`src/design/smc_pkg.sv`:
```
// Purpose: constants for the stepper motion core
// Assumes: 50 MHz mclk, 16-bit register port
// Notes: register map, field positions, timing counts
package smc_pkg;
	localparam int DATA_W = 16;
	localparam logic [3:0] REG_CONFIG = 4'h0;
	localparam logic [3:0] REG_START = 4'h1;
	localparam logic [3:0] REG_TARGET = 4'h2;
	localparam logic [3:0] REG_ACCEL = 4'h3;
	localparam logic [3:0] REG_STEPS = 4'h4;
	localparam logic [3:0] REG_CTRL = 4'h5;
	localparam logic [3:0] REG_STATUS = 4'h6;
	localparam logic [3:0] REG_POS = 4'h7;
	localparam logic [3:0] REG_FIFO = 4'h8;
	localparam logic [3:0] REG_IDLE = 4'h9;
	localparam logic [3:0] REG_UNIT = 4'hA;
	localparam int CFG_EXT = 3;
	localparam int CFG_PSAVE = 4;
	localparam int CFG_HOME = 5;
	localparam int CFG_PROF = 6;
	localparam int CTL_GO = 0;
	localparam int CTL_CW = 1;
	localparam int CTL_HALT = 2;
	localparam int CTL_FLUSH = 3;
	localparam logic [1:0] MODE_FULL = 2'h0;
	localparam logic [1:0] MODE_MONO = 2'h1;
	localparam logic [1:0] MODE_HALF = 2'h2;
	localparam logic [13:0] RATE_MIN = 14'h0010;
	localparam logic [13:0] RATE_MAX = 14'h2134;
	localparam logic [26:0] CLK_HZ = 27'h2FA_F080;
	localparam logic [5:0] PROF_SCALE = 6'h22;
	localparam int FIFO_DEPTH = 128;
	localparam int CLK_MHZ = 50;
	localparam int TICK_US = 1000;
	localparam int TICK_CYC = TICK_US * CLK_MHZ;
	localparam int PULSE_NS = 2000;
	localparam int PULSE_CYC = PULSE_NS * CLK_MHZ / 1000;
	localparam logic [15:0] RST_START = 16'h0010;
	localparam logic [15:0] RST_TARGET = 16'h0010;
	localparam logic [15:0] RST_IDLE = 16'h03E8;
endpackage

```
`src/design/smc_motion.sv`:
```
// Purpose: stepper motion core with phase or step/dir outputs
// Assumes: single 50 MHz clock, asynchronous pins synchronised here
// Notes: registers on a plain strobe port, read data one cycle later
`timescale 1ns/100ps
module smc_motion import smc_pkg::*; #(
	parameter int MS_CYC = TICK_CYC
) (
	input wire logic mclk,
	input wire logic rst_n,
	input wire logic [3:0] reg_addr,
	input wire logic [15:0] reg_wdata,
	input wire logic reg_we,
	input wire logic reg_re,
	output logic [15:0] reg_rdata,
	input wire logic abort_n,
	input wire logic trigger_n,
	input wire logic pause_n,
	input wire logic limit_n,
	input wire logic home,
	input wire logic unit_select_lsb,
	input wire logic unit_select_1,
	input wire logic unit_select_2,
	input wire logic unit_select_msb,
	output logic phase_out_1,
	output logic phase_out_2,
	output logic phase_out_3,
	output logic phase_out_4,
	output logic winding_en_a_or_step_pulse,
	output logic winding_en_b_or_direction,
	output logic power_save_out
);
	typedef enum logic [1:0] {ST_IDLE, ST_WAIT_TRIG, ST_RUN} smc_state_type;

	function automatic logic [3:0] phase_pat(input logic [1:0] m, input logic [2:0] i);
		logic [2:0] k;
		logic [3:0] t;
		k = i;
		if (m == MODE_FULL) begin
			k = {i[2:1], 1'b1};
		end else if (m == MODE_MONO) begin
			k = {i[2:1], 1'b0};
		end
		case (k)
			3'd0: t = 4'b0001;
			3'd1: t = 4'b0011;
			3'd2: t = 4'b0010;
			3'd3: t = 4'b0110;
			3'd4: t = 4'b0100;
			3'd5: t = 4'b1100;
			3'd6: t = 4'b1000;
			default: t = 4'b1001;
		endcase
		return t;
	endfunction

	function automatic logic [13:0] clamp_rate(input logic [19:0] r);
		logic [13:0] c;
		c = r[13:0];
		if (r < 20'(RATE_MIN)) begin
			c = RATE_MIN;
		end else if (r > 20'(RATE_MAX)) begin
			c = RATE_MAX;
		end
		return c;
	endfunction

	logic [8:0] meta_q;
	logic [8:0] sync_q;
	logic abort_prev_q;
	logic [7:0] cfg_q;
	logic [15:0] start_q;
	logic [15:0] target_q;
	logic [15:0] accel_q;
	logic [15:0] steps_q;
	logic [15:0] idle_ms_q;
	logic dir_q;
	logic lim_cw_q;
	logic lim_ccw_q;
	logic home_q;
	logic [7:0] mem [0:FIFO_DEPTH-1];
	logic [6:0] wr_ptr_q;
	logic [6:0] rd_ptr_q;
	logic [7:0] fifo_cnt_q;
	smc_state_type state_q;
	logic [13:0] rate_q;
	logic [26:0] acc_q;
	logic [15:0] remain_q;
	logic [15:0] ramp_q;
	logic signed [15:0] pos_q;
	logic [2:0] idx_q;
	logic [31:0] ms_cnt_q;
	logic [15:0] idle_cnt_q;
	logic [7:0] pulse_q;

	// synchronised pins
	wire abort_s = sync_q[0];
	wire trig_s = sync_q[1];
	wire pause_s = sync_q[2];
	wire limit_s = sync_q[3];
	wire home_s = sync_q[4];
	wire [3:0] unit_s = sync_q[8:5];

	wire ext = cfg_q[CFG_EXT];
	wire [1:0] mode = cfg_q[1:0];
	wire prof = cfg_q[CFG_PROF];
	wire wr_ctl = reg_we && reg_addr == REG_CTRL;
	wire go = wr_ctl && reg_wdata[CTL_GO] && state_q == ST_IDLE;
	wire halt = wr_ctl && reg_wdata[CTL_HALT];
	wire abort_fall = abort_prev_q && !abort_s;
	wire fifo_empty = fifo_cnt_q == 8'h00;
	wire fifo_full = fifo_cnt_q == 8'(FIFO_DEPTH);
	wire flush = abort_fall || (wr_ctl && reg_wdata[CTL_FLUSH]);
	wire ms_tick = ms_cnt_q == 32'(MS_CYC - 1);
	wire [26:0] acc_sum = acc_q + 27'(rate_q);
	wire step_now = state_q == ST_RUN && pause_s && acc_sum >= CLK_HZ;
	wire hit_limit = state_q != ST_IDLE && !limit_s;
	wire hit_home = state_q != ST_IDLE && cfg_q[CFG_HOME] && home_s;
	wire last_step = step_now && remain_q == 16'h0001;
	wire push = reg_we && reg_addr == REG_FIFO && !fifo_full;
	wire pop = step_now && prof && !fifo_empty;
	wire [3:0] pat = phase_pat(mode, idx_q);

	always_ff @(posedge mclk or negedge rst_n) begin
		if (!rst_n) begin
			meta_q <= 9'h1FF;
			sync_q <= 9'h1FF;
			abort_prev_q <= 1'b1;
		end else begin
			meta_q <= {unit_select_msb, unit_select_2, unit_select_1, unit_select_lsb,
				home, limit_n, pause_n, trigger_n, abort_n};
			sync_q <= meta_q;
			abort_prev_q <= abort_s;
		end
	end

	// configuration registers
	always_ff @(posedge mclk or negedge rst_n) begin
		if (!rst_n) begin
			cfg_q <= 8'h00;
			start_q <= RST_START;
			target_q <= RST_TARGET;
			accel_q <= 16'h0000;
			steps_q <= 16'h0000;
			idle_ms_q <= RST_IDLE;
		end else if (reg_we) begin
			case (reg_addr)
				REG_CONFIG: cfg_q <= reg_wdata[7:0];
				REG_START: start_q <= reg_wdata;
				REG_TARGET: target_q <= reg_wdata;
				REG_ACCEL: accel_q <= reg_wdata;
				REG_STEPS: steps_q <= reg_wdata;
				REG_IDLE: idle_ms_q <= reg_wdata;
				default: ;
			endcase
		end
	end

	// sticky stop flags, set wins over clear
	always_ff @(posedge mclk or negedge rst_n) begin
		if (!rst_n) begin
			lim_cw_q <= 1'b0;
			lim_ccw_q <= 1'b0;
			home_q <= 1'b0;
		end else begin
			if (reg_we && reg_addr == REG_STATUS) begin
				lim_cw_q <= lim_cw_q & ~reg_wdata[2];
				lim_ccw_q <= lim_ccw_q & ~reg_wdata[3];
				home_q <= home_q & ~reg_wdata[4];
			end
			if (hit_limit && dir_q) begin
				lim_cw_q <= 1'b1;
			end
			if (hit_limit && !dir_q) begin
				lim_ccw_q <= 1'b1;
			end
			if (hit_home) begin
				home_q <= 1'b1;
			end
		end
	end

	// profile fifo
	always_ff @(posedge mclk) begin
		if (push) begin
			mem[wr_ptr_q] <= reg_wdata[7:0];
		end
	end

	always_ff @(posedge mclk or negedge rst_n) begin
		if (!rst_n) begin
			wr_ptr_q <= 7'h00;
			rd_ptr_q <= 7'h00;
			fifo_cnt_q <= 8'h00;
		end else if (flush) begin
			wr_ptr_q <= 7'h00;
			rd_ptr_q <= 7'h00;
			fifo_cnt_q <= 8'h00;
		end else begin
			wr_ptr_q <= wr_ptr_q + 7'(push);
			rd_ptr_q <= rd_ptr_q + 7'(pop);
			fifo_cnt_q <= fifo_cnt_q + 8'(push) - 8'(pop);
		end
	end

	// motion sequencer
	always_ff @(posedge mclk or negedge rst_n) begin
		if (!rst_n) begin
			state_q <= ST_IDLE;
			dir_q <= 1'b0;
			remain_q <= 16'h0000;
		end else begin
			case (state_q)
				ST_IDLE: begin
					if (go && steps_q != 16'h0000) begin
						state_q <= ST_WAIT_TRIG;
						dir_q <= reg_wdata[CTL_CW];
						remain_q <= steps_q;
					end
				end
				ST_WAIT_TRIG: begin
					if (!trig_s) begin
						state_q <= ST_RUN;
					end
				end
				ST_RUN: begin
					if (step_now) begin
						remain_q <= remain_q - 16'h0001;
					end
					if (last_step) begin
						state_q <= ST_IDLE;
					end
				end
				default: state_q <= ST_IDLE;
			endcase
			if (abort_fall || halt || hit_limit || hit_home) begin
				state_q <= ST_IDLE;
			end
		end
	end

	// rate generator and ramps
	always_ff @(posedge mclk or negedge rst_n) begin
		if (!rst_n) begin
			rate_q <= RATE_MIN;
			acc_q <= 27'h000_0000;
			ramp_q <= 16'h0000;
		end else if (go) begin
			rate_q <= clamp_rate(20'(start_q));
			acc_q <= 27'h000_0000;
			ramp_q <= 16'h0000;
		end else if (state_q == ST_RUN) begin
			if (pause_s) begin
				acc_q <= step_now ? acc_sum - CLK_HZ : acc_sum;
			end
			if (pop) begin
				rate_q <= clamp_rate(20'(mem[rd_ptr_q]) * 20'(PROF_SCALE));
			end else if (!prof && ms_tick) begin
				if (remain_q <= ramp_q) begin
					// floor at zero so a large accel cannot wrap to the top rate
					rate_q <= clamp_rate((20'(accel_q) >= 20'(rate_q)) ? 20'h0_0000 :
						20'(rate_q) - 20'(accel_q));
				end else if (rate_q < clamp_rate(20'(target_q))) begin
					rate_q <= clamp_rate(20'(rate_q) + 20'(accel_q));
				end else if (rate_q > clamp_rate(20'(target_q))) begin
					rate_q <= clamp_rate(20'(target_q));
				end
			end
			if (step_now && !prof && rate_q < clamp_rate(20'(target_q))) begin
				ramp_q <= ramp_q + 16'h0001;
			end
		end
	end

	// position and phase index
	always_ff @(posedge mclk or negedge rst_n) begin
		if (!rst_n) begin
			pos_q <= 16'sh0000;
			idx_q <= 3'h0;
		end else if (step_now) begin
			pos_q <= dir_q ? pos_q + 16'sh0001 : pos_q - 16'sh0001;
			if (mode == MODE_HALF) begin
				idx_q <= dir_q ? idx_q + 3'h1 : idx_q - 3'h1;
			end else begin
				idx_q <= dir_q ? idx_q + 3'h2 : idx_q - 3'h2;
			end
		end
	end

	// millisecond tick
	always_ff @(posedge mclk or negedge rst_n) begin
		if (!rst_n) begin
			ms_cnt_q <= 32'h0000_0000;
		end else begin
			ms_cnt_q <= ms_tick ? 32'h0000_0000 : ms_cnt_q + 32'h0000_0001;
		end
	end

	// idle timer for power save
	always_ff @(posedge mclk or negedge rst_n) begin
		if (!rst_n) begin
			idle_cnt_q <= 16'h0000;
			power_save_out <= 1'b1;
		end else if (state_q != ST_IDLE || !cfg_q[CFG_PSAVE]) begin
			idle_cnt_q <= 16'h0000;
			power_save_out <= 1'b1;
		end else if (idle_cnt_q >= idle_ms_q) begin
			power_save_out <= 1'b0;
		end else if (ms_tick) begin
			idle_cnt_q <= idle_cnt_q + 16'h0001;
		end
	end

	// output pins
	always_ff @(posedge mclk or negedge rst_n) begin
		if (!rst_n) begin
			pulse_q <= 8'h00;
			{phase_out_4, phase_out_3, phase_out_2, phase_out_1} <= 4'h0;
			winding_en_a_or_step_pulse <= 1'b0;
			winding_en_b_or_direction <= 1'b0;
		end else begin
			pulse_q <= step_now ? 8'(PULSE_CYC) : pulse_q - 8'(pulse_q != 8'h00);
			if (ext) begin
				{phase_out_4, phase_out_3, phase_out_2, phase_out_1} <= 4'h0;
				winding_en_a_or_step_pulse <= step_now || pulse_q > 8'h01;
				winding_en_b_or_direction <= dir_q;
			end else begin
				{phase_out_4, phase_out_3, phase_out_2, phase_out_1} <= pat;
				winding_en_a_or_step_pulse <= pat[0] | pat[2];
				winding_en_b_or_direction <= pat[1] | pat[3];
			end
		end
	end

	// register read port
	always_ff @(posedge mclk or negedge rst_n) begin
		if (!rst_n) begin
			reg_rdata <= 16'h0000;
		end else if (reg_re) begin
			case (reg_addr)
				REG_CONFIG: reg_rdata <= {8'h00, cfg_q};
				REG_START: reg_rdata <= start_q;
				REG_TARGET: reg_rdata <= target_q;
				REG_ACCEL: reg_rdata <= accel_q;
				REG_STEPS: reg_rdata <= remain_q;
				REG_STATUS: reg_rdata <= {8'h00, !pause_s, fifo_full, fifo_empty, home_q,
					lim_ccw_q, lim_cw_q, state_q == ST_WAIT_TRIG, state_q != ST_IDLE};
				REG_POS: reg_rdata <= pos_q;
				REG_FIFO: reg_rdata <= {8'h00, fifo_cnt_q};
				REG_IDLE: reg_rdata <= idle_ms_q;
				REG_UNIT: reg_rdata <= {12'h000, unit_s};
				default: reg_rdata <= 16'h0000;
			endcase
		end else begin
			reg_rdata <= 16'h0000;
		end
	end
endmodule // smc_motion

```
`config.mk`:
```
export PLATFORM = sky130hd
export DESIGN_NAME = smc_motion
export DESIGN_NICKNAME = d
export VERILOG_FILES = /design/src/design/smc_pkg.sv /design/src/design/smc_motion.sv
export SDC_FILE = /design/constraint.sdc
export NUM_CORES = 2
export LEC_CHECK = 0
export CAP_MARGIN = 20
export CORE_ASPECT_RATIO = 1.1
export CORE_MARGIN = 3
export CORE_UTILIZATION = 50
export CTS_BUF_LIST = sky130_fd_sc_hd__clkbuf_4
export DETAILED_ROUTE_END_ITERATION = 8
export DONT_BUFFER_PORTS = 1
export PLACE_DENSITY = 0.68
export SKIP_CTS_REPAIR_TIMING = 1
export SLEW_MARGIN = 10
export SYNTH_ARGS = -nofsm -noshare
export SYNTH_HDL_FRONTEND = slang
export SYNTH_SLANG_ARGS = --single-unit
export TNS_END_PERCENT = 30
```
`constraint.sdc`:
```
create_clock -name mclk -period 10.2 [get_ports mclk]
set_input_delay 2.04 -clock mclk [delete_from_list [all_inputs] [get_ports mclk]]
set_output_delay 2.04 -clock mclk [all_outputs]
set_load 0.01 [all_outputs]
```
==> impl_metrics.sql <==
INSERT INTO impl_metrics (metric_group, metric, value, unit) VALUES
('drt', 'num_vias', '37300', ''),
('place', 'pre_cts_ws', '3.51', 'ns'),
('finish', 'layout.area.seq', '38500', 'um^2'),
('worst_setup_path', 'cp.buffers_inverters', '4', ''),
('floorplanning', 'die_height', '369', 'um'),
('cts', 'clock_sinks', '1330', ''),
('floorplanning', 'fp.coreArea', '118000', 'um^2'),
('place', 'dpl_cell_area', '61300', 'um^2'),
('floorplanning', 'start_util', '50.6', '%'),
('cts', 'clk-insertion-delay-late', '1.24', 'ns'),
('yosys', 'synth_edf_count', '1024', ''),
('finish', 'highest_count_cells_in_the_layout_ignoring_fill_and_taps', 'sky130_fd_sc_hd__edfxtp_1 (1024), sky130_fd_sc_hd__clkbuf_4 (479), sky130_fd_sc_hd__nor2_1 (326)', ''),
('global_route', 'first_global_vias', '37400', ''),
('worst_setup_path', 'slowest_delay', '0.81', 'ns'),
('floorplanning', 'die_x', '336', 'um'),
('timing', 'finalSetupTns', '0', 'ns'),
('global_route', 'antenna_found_initial', '2', ''),
('yosys', 'synth-seq-cells', '1330', ''),
('finish', 'final.fill_count', '9528', ''),
('worst_setup_path', 'crit_path_slowest_cell', 'sky130_fd_sc_hd__nor4_1', ''),
('floorplanning', 'floorplan.rows', '132', ''),
('worst_setup_path', 'cp-start-kind', 'flip-flop', ''),
('finish', 'finalCoreUtilization', '55.3', '%'),
('job', 'max_cap_viol_count', '0', ''),
('power', 'netSwitchingFraction', '31.4', '%'),
('power', 'power_density', '215', 'nW/um^2'),
('finish', 'final_common_cell', 'sky130_fd_sc_hd__edfxtp_1', ''),
('power', 'seq_power_share', '46.7', '%'),
('yosys', 'combined_area_of_all_synthesized_cells', '59800', 'um^2'),
('drt', 'avgViaCountPerCell', '6.19', ''),
('drt', 'avgRoutedWirePerCell', '25.4', 'um'),
('power', 'power.switching', '4.42', 'mW'),
('timing', 'clock-skew-final', '0.0889', 'ns'),
('drt', 'final_routed_drc_violation_total', '0', ''),
('finish', 'design.final.nets', '4411', ''),
('timing', 'achievable-frequency', '147', 'MHz'),
('cts', 'cts_buffer_depth', '4', ''),
('finish', 'fin_area', '65400', 'um^2'),
('power', 'reported_leakage_power', '22.5', 'nW'),
('power', 'power', '14.1', 'mW'),
('power', 'share_clk_of_total_power', '30.9', '%'),
('yosys', 'synth_flop_cell', 'sky130_fd_sc_hd__edfxtp_1', ''),
('worst_setup_path', 'critical_path_peak_fanout', '26', ''),
('status', 'run_status', 'finished, final reports clean', ''),
('worst_setup_path', 'worstPathCellList', 'inv_2 -> buf_4 -> mux2i_1 -> o21ai_0 -> a2111oi_0 -> nor4_1 -> o221ai_1 -> inv_1 -> ha_1 -> ha_1 -> inv_1 -> fa_1 -> nor2b_1 -> o21ai_0 -> nand2b_1 -> and4b_1 -> nor4b_1 -> mux2_2 -> a211oi_4 -> nor2_1 -> o32a_1 -> o221ai_1', ''),
('place', 'placedCellCount', '5433', ''),
('worst_hold_path', 'worstHoldPathType', 'flip-flop to flip-flop', ''),
('floorplanning', 'floorplan.io_pins', '56', ''),
('yosys', 'synth-seq-area-share', '64.2', '%'),
('yosys', 'post_syn_area_per_cell', '14.8', 'um^2'),
('yosys', 'synth_cell_types', '96', ''),
('floorplanning', 'fp.dieArea', '124000', 'um^2'),
('worst_setup_path', 'critical-path-top-delay-family', 'compound AO/OA/AOI/OAI gates', ''),
('place', 'post-dp-hpwl', '94800', 'um'),
('timing', 'final_setup_violations', '0', ''),
('global_route', 'grt_first_pass_wirelength', '233000', 'um'),
('finish', 'area_growth', '9.35', '%'),
('yosys', 'synth_warnings', '0', ''),
('timing', 'layout_min_cycle_time', '6.80', 'ns'),
('worst_setup_path', 'critical_path_arrival', '7.92', 'ns'),
('timing', 'normalized_max_slew_margin', '7.91', '%'),
('timing', 'hold-worst-slack', '0.337', 'ns'),
('cts', 'worst_setup_hold_path_clk_slew', '0.07', 'ns'),
('cts', 'cts.root.buffer_cell', 'sky130_fd_sc_hd__clkbuf_4', ''),
('yosys', 'syn_inst', '4037', ''),
('drt', 'detailedRoute.firstIterationViolations', '3962', ''),
('worst_setup_path', 'timing_worst_setup_path_type', 'flip-flop to flip-flop', ''),
('power', 'power.ir.vdd_worst', '0.117', 'mV'),
('timing', 'drv_slew', '0', ''),
('finish', 'multi_input_area', '20100', 'um^2'),
('place', 'gpl.final_weighted_congestion', '0.932', '');
[kinds of logic after synthesis]
group,count (synthesis),synth area share [%]
AOI/OAI and AO/OA,668,7.81
and+or+nand+nor,1025,8.21
muxes,438,12.6
buffers and inverters,304,2.20
adders and majority gates,139,2.99
DFF,1330,64.2
xor gates and xnor gates,133,1.95
[final timing paths]
| path | startpoint | endpoint | slack, ns | cells past startpoint |
|---|---|---|---|---|
| worst max-delay path | rd_ptr_q[2] | rate_q[5] | 3.40 | 22 |
| worst min-delay path | meta_q[6] | sync_q[6] | 0.34 | 0 |
| worst max register to register | rd_ptr_q[2] | rate_q[5] | 3.40 | 22 |
| worst min register to register | meta_q[6] | sync_q[6] | 0.34 | 0 |
| max in group asynchronous | rst_n | ms_cnt_q[21] | 8.52 | 0 |
| min in group asynchronous | rst_n | acc_q[17] | 0.58 | 0 |
[registers in the layout (all words and copies together) (netlist names), 14 cells and up]
| name | cells |
|---|---|
| target_q | 16 |
| acc_q | 27 |
| remain_q | 16 |
| steps_q | 16 |
| pos_q | 16 |
| idle_cnt_q | 16 |
| mem | 1024 |
| idle_ms_q | 16 |
| accel_q | 16 |
| ramp_q | 16 |
| reg_rdata | 16 |
| start_q | 16 |
| ms_cnt_q | 32 |
| rate_q | 14 |
[cells in the mapped netlist, types with 15 or more instances]
library cell | instances | area [um^2]
sky130_fd_sc_hd__o21ai_0 | 116 | 581
sky130_fd_sc_hd__nor3_1 | 63 | 315
sky130_fd_sc_hd__a21o_1 | 25 | 188
sky130_fd_sc_hd__or2_2 | 18 | 113
sky130_fd_sc_hd__mux2i_1 | 84 | 841
sky130_fd_sc_hd__edfxtp_1 | 1024 | 30700
sky130_fd_sc_hd__mux4_2 | 241 | 5430
sky130_fd_sc_hd__mux2_2 | 113 | 1270
sky130_fd_sc_hd__or3_1 | 29 | 181
sky130_fd_sc_hd__xnor2_1 | 86 | 753
sky130_fd_sc_hd__nor2b_1 | 39 | 244
sky130_fd_sc_hd__a211oi_1 | 31 | 233
sky130_fd_sc_hd__buf_4 | 15 | 113
sky130_fd_sc_hd__o211ai_1 | 32 | 240
sky130_fd_sc_hd__nor4_1 | 36 | 225
sky130_fd_sc_hd__dfstp_2 | 29 | 762
sky130_fd_sc_hd__a31oi_1 | 36 | 225
sky130_fd_sc_hd__a221oi_1 | 29 | 254
sky130_fd_sc_hd__ha_1 | 132 | 1650
sky130_fd_sc_hd__a21oi_1 | 135 | 676
sky130_fd_sc_hd__a211o_1 | 18 | 158
sky130_fd_sc_hd__and3_1 | 23 | 144
sky130_fd_sc_hd__inv_1 | 115 | 432
sky130_fd_sc_hd__o221ai_1 | 20 | 175
sky130_fd_sc_hd__nand2_1 | 241 | 905
sky130_fd_sc_hd__clkbuf_1 | 103 | 387
sky130_fd_sc_hd__nor2_1 | 327 | 1230
sky130_fd_sc_hd__xor2_1 | 47 | 412
sky130_fd_sc_hd__dfrtp_1 | 277 | 6930
sky130_fd_sc_hd__and2_1 | 21 | 131
sky130_fd_sc_hd__nand2b_1 | 32 | 200
sky130_fd_sc_hd__o22ai_1 | 17 | 106
sky130_fd_sc_hd__a22o_1 | 18 | 158
sky130_fd_sc_hd__buf_2 | 47 | 235
sky130_fd_sc_hd__buf_1 | 15 | 56.3
sky130_fd_sc_hd__nand4_1 | 39 | 244
sky130_fd_sc_hd__nand3_1 | 102 | 510
sky130_fd_sc_hd__a22oi_1 | 52 | 390
[metal layers]
metal	track usage, %	up-vias	share of wire (%)
li1	-	16400	-
met1	34.3	18800	41
met2	39.1	1731	47
met3	5.73	346	8.5
met4	9.59	0	3.6
met5	0	-	0
[power by group through the flow]
stage	registers, mW	logic (mW)	clock network [mW]
after floorplan	6.46	2.49	0
after global placement	6.67	3.04	0
after detailed placement	6.68	3.08	0
after CTS	6.57	3.10	4.45
after global routing	6.60	3.51	4.78
final	6.58	3.15	4.35
[worst reg2reg max path: cells and delay by family (launching register included)]
kind | cells | cell delay (ns)
simple gates | 6 | 1.58
mux | 2 | 0.52
flops | 1 | 0.67
buf+inv | 4 | 1.33
compound gates | 7 | 1.92
fa+ha+maj | 3 | 0.68
[cell type report]
cell class / instances / share of cell area [%]
Sequential cell: 1330 / 58.8
Inverter: 116 / 0.665
Antenna cell: 4 / 0.0153
Tap cell: 1541 / 2.95
Clock inverter: 107 / 0.776
Timing Repair Buffer: 44 / 0.587
Multi-Input combinational cell: 2403 / 30.7
Clock buffer: 479 / 5.50
Power figures use the tool's default switching activity.
